<file path="config.mk">
export PLATFORM = sky130hd
export DESIGN_NAME = agpc_top
export DESIGN_NICKNAME = d
export VERILOG_FILES = /design/src/logic/agpc_pkg.sv /design/src/logic/agpc_flag.sv /design/src/logic/agpc_top.sv
export SDC_FILE = /design/constraint.sdc
export NUM_CORES = 1
export LEC_CHECK = 0
export BUFFER_PORTS_ARGS = -buffer_cell sky130_fd_sc_hd__clkbuf_2
export CAP_MARGIN = 30
export CORE_MARGIN = 2
export CORE_UTILIZATION = 42
export CTS_CLUSTER_DIAMETER = 120
export DETAILED_ROUTE_END_ITERATION = 10
export PLACE_DENSITY = 0.85
export SETUP_SLACK_MARGIN = 0.3
export SYNTH_ARGS = -nofsm -noshare
export SYNTH_HDL_FRONTEND = slang
export SYNTH_HIERARCHICAL = 1
export SYNTH_SLANG_ARGS = --single-unit
</file>
<file path="constraint.sdc">
create_clock -name ref_clk -period 1.3 [get_ports ref_clk]
set_clock_uncertainty 0.05 [all_clocks]
set_input_delay 0.065 -clock ref_clk [delete_from_list [all_inputs] [get_ports ref_clk]]
set_output_delay 0.065 -clock ref_clk [all_outputs]
set_load 0.01 [all_outputs]
</file>
<file path="src/logic/agpc_pkg.sv">
// Package for the alarm flag and pin configuration block.
// Assumes a single 100 MHz clock and a synchronous active-high reset.
// Function
// - Overtemp alarm pin latches low above threshold
// - Status holds latched and live temperature flags
// - Clear bit 6 write releases temperature latch
// - Guard clamp alarm disabled after reset
// - Control enables guard clamp alarm, picks latching
// - Guard clamp alarm only from enabled sources
// - Per-channel latched and live guard/clamp flags
// - Reset returns all state to power-on values
// - Strap selects serial or differential interface
// - Shared ground sense default, per-channel optional
// - Dual pin is guard input until reconfigured
package agpc_pkg;

  localparam int          AGPC_NCH          = 4;
  localparam logic [7:0]  AGPC_TEMP_DEFAULT = 8'h82; // 130 degrees C
  localparam int          AGPC_CLEAR_BIT    = 6;
  localparam logic        AGPC_GC_EN_RST    = 1'b0;
  localparam logic        AGPC_GC_LAT_RST   = 1'b0;
  localparam logic        AGPC_SRC_RST      = 1'b0;
  localparam logic [3:0]  AGPC_GSENSE_RST   = 4'h0;

  // Control bits written by software
  typedef struct packed {
    logic       gc_enable;   // Guard/clamp alarm pin enable
    logic       gc_latched;  // Latched pin behaviour
    logic       guard_src;   // Guard amplifier source enable
    logic       clamp_src;   // Clamp source enable
    logic [3:0] gsense_sep;  // Per-channel ground sense select
  } agpc_ctrl_s;

  // Alarm status word
  typedef struct packed {
    logic       temp_lat;
    logic       temp_live;
    logic [3:0] guard_lat;
    logic [3:0] guard_live;
    logic [3:0] clamp_lat;
    logic [3:0] clamp_live;
  } agpc_status_s;

  typedef enum logic [0:0] {
    AGPC_IF_SERIAL = 1'b0,
    AGPC_IF_DIFF   = 1'b1
  } agpc_if_e;

endpackage

</file>
<file path="src/logic/agpc_flag.sv">
`timescale 1ns/1ps
// Sticky flag with set-over-clear priority.
// Assumes synchronous inputs on the block clock.
module agpc_flag
  import agpc_pkg::*;
(
  // Clock and reset
  input  wire logic ref_clk,
  input  wire logic rst,
  // Flag control
  input  wire logic set,
  input  wire logic clr,
  output logic      flag_q
);

  always_ff @(posedge ref_clk) begin
    if (rst) begin
      flag_q <= 1'b0;
    end else if (set) begin
      flag_q <= 1'b1;
    end else if (clr) begin
      flag_q <= 1'b0;
    end
  end

endmodule

</file>
<file path="src/logic/agpc_top.sv">
`timescale 1ns/1ps
// Alarm pin drive, alarm status flags and pin role configuration.
// Assumes analog comparators deliver live conditions synchronous to ref_clk.
module agpc_top
  import agpc_pkg::*;
(
  // Clock and reset
  input  wire logic         ref_clk,
  input  wire logic         rst,
  // Live conditions from analog side
  input  wire logic [7:0]   temp_now,
  input  wire logic [7:0]   temp_thresh,
  input  wire logic         temp_thresh_set,
  input  wire logic [3:0]   guard_fault,
  input  wire logic [3:0]   clamp_fault,
  // Software access
  input  wire logic         ctrl_wr,
  input  wire agpc_ctrl_s   ctrl_wdata,
  input  wire logic         chan_wr,
  input  wire logic [7:0]   chan_wdata,
  // Strap
  input  wire logic         if_select,
  // Alarm pins, open drain, oe low drives low
  output logic              overtemp_alarm_n_o,
  output logic              overtemp_alarm_n_oe,
  output logic              guard_clamp_alarm_n_o,
  output logic              guard_clamp_alarm_n_oe,
  // Status and configuration outputs
  output agpc_status_s      status_q,
  output agpc_ctrl_s        ctrl_q,
  output agpc_if_e          if_mode_q,
  output logic              compare_pins_diff_q,
  output logic [3:0]        target_ground_sense_sel_q,
  output logic [3:0]        guard_in_from_vh_q
);

  logic [7:0]   thresh_q;
  logic         temp_live_q;
  logic [3:0]   guard_live_q;
  logic [3:0]   clamp_live_q;
  logic         temp_lat;
  logic [3:0]   guard_lat;
  logic [3:0]   clamp_lat;
  logic         clear_req;
  logic         gc_live;
  logic         gc_lat;
  logic         gc_assert;

  // Clear bit in any channel write
  assign clear_req = chan_wr && chan_wdata[AGPC_CLEAR_BIT];

  always_ff @(posedge ref_clk) begin
    if (rst) begin
      thresh_q <= AGPC_TEMP_DEFAULT;
    end else if (temp_thresh_set) begin
      thresh_q <= temp_thresh;
    end
  end

  always_ff @(posedge ref_clk) begin
    if (rst) begin
      temp_live_q  <= 1'b0;
      guard_live_q <= 4'h0;
      clamp_live_q <= 4'h0;
    end else begin
      temp_live_q  <= (temp_now > thresh_q);
      guard_live_q <= guard_fault;
      clamp_live_q <= clamp_fault;
    end
  end

  agpc_flag u_temp_flag (
    .ref_clk (ref_clk),
    .rst     (rst),
    .set     (temp_live_q),
    .clr     (clear_req),
    .flag_q  (temp_lat)
  );

  for (genvar i = 0; i < AGPC_NCH; i++) begin : g_ch
    agpc_flag u_guard_flag (
      .ref_clk (ref_clk),
      .rst     (rst),
      .set     (guard_live_q[i]),
      .clr     (clear_req),
      .flag_q  (guard_lat[i])
    );
    agpc_flag u_clamp_flag (
      .ref_clk (ref_clk),
      .rst     (rst),
      .set     (clamp_live_q[i]),
      .clr     (clear_req),
      .flag_q  (clamp_lat[i])
    );
  end

  // Status word register
  always_ff @(posedge ref_clk) begin
    if (rst) begin
      status_q <= '0;
    end else begin
      status_q.temp_lat   <= temp_lat;
      status_q.temp_live  <= temp_live_q;
      status_q.guard_lat  <= guard_lat;
      status_q.guard_live <= guard_live_q;
      status_q.clamp_lat  <= clamp_lat;
      status_q.clamp_live <= clamp_live_q;
    end
  end

  always_ff @(posedge ref_clk) begin
    if (rst) begin
      ctrl_q.gc_enable  <= AGPC_GC_EN_RST;
      ctrl_q.gc_latched <= AGPC_GC_LAT_RST;
      ctrl_q.guard_src  <= AGPC_SRC_RST;
      ctrl_q.clamp_src  <= AGPC_SRC_RST;
      ctrl_q.gsense_sep <= AGPC_GSENSE_RST;
    end else if (ctrl_wr) begin
      ctrl_q <= ctrl_wdata;
    end
  end

  // Alarm from enabled sources only
  function automatic logic src_hit(input agpc_ctrl_s cfg,
                                   input logic [3:0] grd,
                                   input logic [3:0] clp);
    src_hit = (cfg.guard_src && |grd) || (cfg.clamp_src && |clp);
  endfunction

  // Only enabled sources feed the pin
  assign gc_live = src_hit(ctrl_q, guard_live_q, clamp_live_q);
  assign gc_lat  = src_hit(ctrl_q, guard_lat, clamp_lat);
  assign gc_assert = ctrl_q.gc_enable &&
                     (ctrl_q.gc_latched ? gc_lat : gc_live);

  always_ff @(posedge ref_clk) begin
    if (rst) begin
      overtemp_alarm_n_o  <= 1'b0;
      overtemp_alarm_n_oe <= 1'b1;
    end else begin
      overtemp_alarm_n_o  <= 1'b0;
      overtemp_alarm_n_oe <= !temp_lat;
    end
  end

  // Guard clamp pin released unless enabled
  always_ff @(posedge ref_clk) begin
    if (rst) begin
      guard_clamp_alarm_n_o  <= 1'b0;
      guard_clamp_alarm_n_oe <= 1'b1;
    end else begin
      guard_clamp_alarm_n_o  <= 1'b0;
      guard_clamp_alarm_n_oe <= !gc_assert;
    end
  end

  always_ff @(posedge ref_clk) begin
    if (rst) begin
      if_mode_q           <= AGPC_IF_SERIAL;
      compare_pins_diff_q <= 1'b0;
    end else begin
      if_mode_q           <= agpc_if_e'(if_select);
      compare_pins_diff_q <= if_select;
    end
  end

  // Ground sense and guard input routing
  always_ff @(posedge ref_clk) begin
    if (rst) begin
      target_ground_sense_sel_q <= AGPC_GSENSE_RST;
      guard_in_from_vh_q        <= AGPC_GSENSE_RST;
    end else begin
      target_ground_sense_sel_q <= ctrl_q.gsense_sep;
      guard_in_from_vh_q        <= ctrl_q.gsense_sep;
    end
  end
endmodule

</file>
==> Flow_metrics.wiki <==
{| class="wikitable"
! Metric !! Value
|-
| Run status || finished with violations
|-
| Failing checks || negative setup slack
|-
| Detail Placement HPWL || approximately 3100 um
|-
| Number of antenna violations at the first check in global routing || 0
|-
| Least setup slack across all paths after layout || -35.7 ps
|-
| Drt pass-1 iters || 4
|-
| Die height || between 70 and 80 um
|-
| Post-synthesis instance area || ~0.0021 mm2
|-
| Number of library cell types mapped by synthesis || 25
|-
| Pin count of the biggest net entering global routing || 20
|-
| Layout net count || between 300 and 400
|-
| Clock latency on the worst-skew pair || ~330 ps
|-
| Post-layout min period || 1340 ps
|-
| Total cell area at the placement stage || 0.00254 mm2
|-
| CTS tree || done
|-
| Unrepaired setup endpoints after global routing || true
|-
| Die Outline Area || between 0.005 and 0.006 mm2
|-
| Weighted congestion at the end of routability-driven global placement || between 0.7 and 0.8
|-
| Final Cycle Share || 103%
|-
| Mean Syn Cell Area || 10.4 um2
|-
| Clock-pin transition on the worst setup and hold timing paths || around 60 ps
|-
| Placeable core region || about 0.0048 mm2
|-
| Hold violation total from the final report || 0
|-
| Leak pwr || 0.00145 uW
|-
| Share of layout cells above drive strength 1 || 39.8%
|-
| Global router's overall resource usage || roughly 17%
|-
| Layout area overhead || 46.6%
|-
| Critical path endpoint category || flop
|-
| Yosys warnings || 6
|-
| Overflow left after global routing || 0
|-
| Kind of critical path || flop to flop
|-
| Hold path cells || 2
|-
| Fraction of synthesized cell area taken by the top area cell type || ~56%
|-
| Num CTS Buffers || 9
|-
| Highest ir drop seen on vdd || between 0.0009 and 0.001 V
|-
| Post-route DRC violation count || 0
|-
| Worst min-delay path class || input port to flop
|-
| Ratio of total power to cell area || approximately 1400 mW/mm2
|-
| Initial DRC Count || 31
|-
| Die outline width || 74.9 um
|-
| Leading post-synthesis cells by instance count || sky130_fd_sc_hd__dfxtp_1 (59), sky130_fd_sc_hd__nor2b_1 (30), sky130_fd_sc_hd__inv_1 (18)
|-
| Top-Level Pins || between 80 and 90
|-
| Proportion of synthesized chip area in sequential cells || 55.9%
|-
| Cell area after layout || between 0.003 and 0.004 mm2
|-
| Synthesized flop and latch total || slightly below 60
|-
| End point of the most critical hold path || thresh_q[7]
|-
| Vias in the first global route || 1665
|-
| Number of synthesized flops with an enable pin || 0
|-
| Maximum frequency from static timing analysis || between 700 and 800 MHz
|-
| Startpoint Class || flop
|-
| Critical Path RT || about 1500 ps
|-
| Setup slack after placement || -19.8 ps
|-
| Via count normalized by instance count || 4.40
|-
| Max-slew violation total from the final report || 0
|-
| Routed WL per cell || between 10 and 15 um
|-
| Maximum Capacitance Violations || 0
|-
| Number of placed cells counting well taps || roughly 340
|-
| Vias after detailed routing || approximately 1.7k
|-
| Capturing point of the worst reg2reg path || temp_live_q
|-
| Total setup violations reported at the end of the flow || 1
|-
| Power after layout || ~4300 uW
|-
| Leading register cell type out of synthesis || sky130_fd_sc_hd__dfxtp_1
|-
| Startpoint of the worst register-to-register path || thresh_q[1]
|-
| Library cell used as clock root buffer || sky130_fd_sc_hd__clkbuf_8
|-
| Number of antenna diodes || 0
|-
| Maximum fanout encountered on the critical timing path || 2
|-
| Share of flip-flops with an asynchronous set or reset after synthesis || 0%
|-
| Number of rows created at floorplan || 25
|-
| Initial core utilization || 44.1%
|-
| Detailed-route wire length || around 4600 um
|-
| Reg2reg path depth || 6
|-
| Signal arrival time at the worst endpoint || 1510 ps
|-
| Global-route wire length before repair || between 7000 and 8000 um
|-
| Cells after Synth || 203
|-
| Final standard cell utilization of the core || between 60% and 70%
|-
| Cell type contributing the most total cell area after synthesis || sky130_fd_sc_hd__dfxtp_1
|-
| I/O Buffers || 76
|-
| Filler-free cell count of the finished design || roughly 380
|-
| R2r setup slk || -40 ps
|-
| Cell with the most instances after synthesis || sky130_fd_sc_hd__dfxtp_1
|-
| Hold Crit Start || temp_thresh_set
|-
| Maximum level of the CTS H-tree || 3
|-
| Clock sink count || 59
|-
| Main area contributors after synthesis || sky130_fd_sc_hd__dfxtp_1 (56%), sky130_fd_sc_hd__nor2b_1 (8.9%), sky130_fd_sc_hd__mux2i_1 (6.6%), sky130_fd_sc_hd__ha_1 (4.7%), sky130_fd_sc_hd__a21oi_2 (3.7%)
|-
| Clock Path Buffers || 2
|-
| Detail Route Antenna Nets || 0
|}
layer usage:
metal  part of all wire [%]  wire length, um  up-vias  GRT usage (%)
li1                       -                -      854              -
met1                     41             1880      761           17.9
met2                     53             2420       51           31.9
met3                    3.9              179        9           4.15
met4                    2.4              110        0           9.72
met5                      0                0        -              0
worst max path at each step:
stage / endpoint / slack [ps] / start / cells past startpoint
2_1_floorplan: temp_live_q / 40 / thresh_q[1] / 6
3_3_place_gp: temp_live_q / 10 / thresh_q[1] / 6
3_5_place_dp: temp_live_q / -20 / thresh_q[1] / 6
4_1_cts: temp_live_q / 50 / thresh_q[1] / 6
5_1_grt: temp_live_q / -80 / thresh_q[1] / 6
6_report: temp_live_q / -40 / thresh_q[1] / 6
critical path: stages, from the launching register on:
cell and delay [ps]:
sky130_fd_sc_hd__dfxtp_2 320, sky130_fd_sc_hd__inv_2 70, sky130_fd_sc_hd__ha_4 190, sky130_fd_sc_hd__nor2b_1 140
sky130_fd_sc_hd__o211ai_1 200, sky130_fd_sc_hd__a21oi_1 100, sky130_fd_sc_hd__o21a_1 170
per-stage QoR:
step / TNS [ps] / hold WS (ps)
finish: -35.7 / 111
global route: -83.8 / 119
CTS: 0 / 93.8
detailed placement: -19.8 / 231
global placement: 0 / 231
floorplan: 0 / 77.4
logic make-up after synthesis:
| logic type | synth area share, % |
|---|---|
| buffers and inverters | 7.29 |
| and+or+nand+nor | 17.0 |
| DFF | 55.9 |
| muxes | 6.63 |
| other | 0.178 |
| adders and majority gates | 4.74 |
| AOI/OAI and AO/OA | 8.23 |
power by group:
| part | internal [uW] | switching [uW] |
|---|---|---|
| combinational | 260 | 218 |
| sequential | 1910 | 55.6 |
| clock | 1170 | 684 |
| total | 3340 | 957 |
what timing repair did:
item	CTS	global route
gates resized for setup	9	6
pin swaps	4	3
hold endpoints to repair	25	0
buffers inserted	1	0
setup endpoints to repair	5	3
hold buffers	25	0
state kept, by name, indices dropped and copies added, names as in the netlist:
name                      count
thresh_q                      8
compare_pins_diff_q           1
guard_live_q                  4
temp_live_q                   1
guard_clamp_alarm_n_oe        1
status_q                     18
u_temp_flag/flag_q            1
guard_in_from_vh_q            4
g_ch.u_clamp_flag/flag_q      4
ctrl_q                        8
overtemp_alarm_n_oe           1
clamp_live_q                  4
g_ch.u_guard_flag/flag_q      4
placed cells by master (no fill, tap or decap), drive strengths merged:
cell / n
dfxtp: 59
nor2b: 31
mux2i: 14
nand2: 4
clkinv: 3
conb: 2
inv: 19
nand4: 2
nand3: 1
a32oi: 1
o21ai: 1
o41ai: 3
clkbuf: 87
nor2: 16
o211ai: 3
ha: 8
or4: 1
a21oi: 14
nand2b: 9
buf: 7
and2: 1
o21a: 1
bufinv: 2
dlygate4sd3: 25
final cells by class:
| class | instances | area [um2] |
|---|---|---|
| fillers | 389 | 1690 |
| flip-flops and latches | 59 | 1190 |
| multi-input cells | 112 | 842 |
| repair buffers | 108 | 683 |
| clock buffers | 11 | 151 |
| well taps | 67 | 83.8 |
| clock inverters | 5 | 75.1 |
| inverters | 19 | 71.3 |
Note: power is estimated with default switching activity, not from simulation.
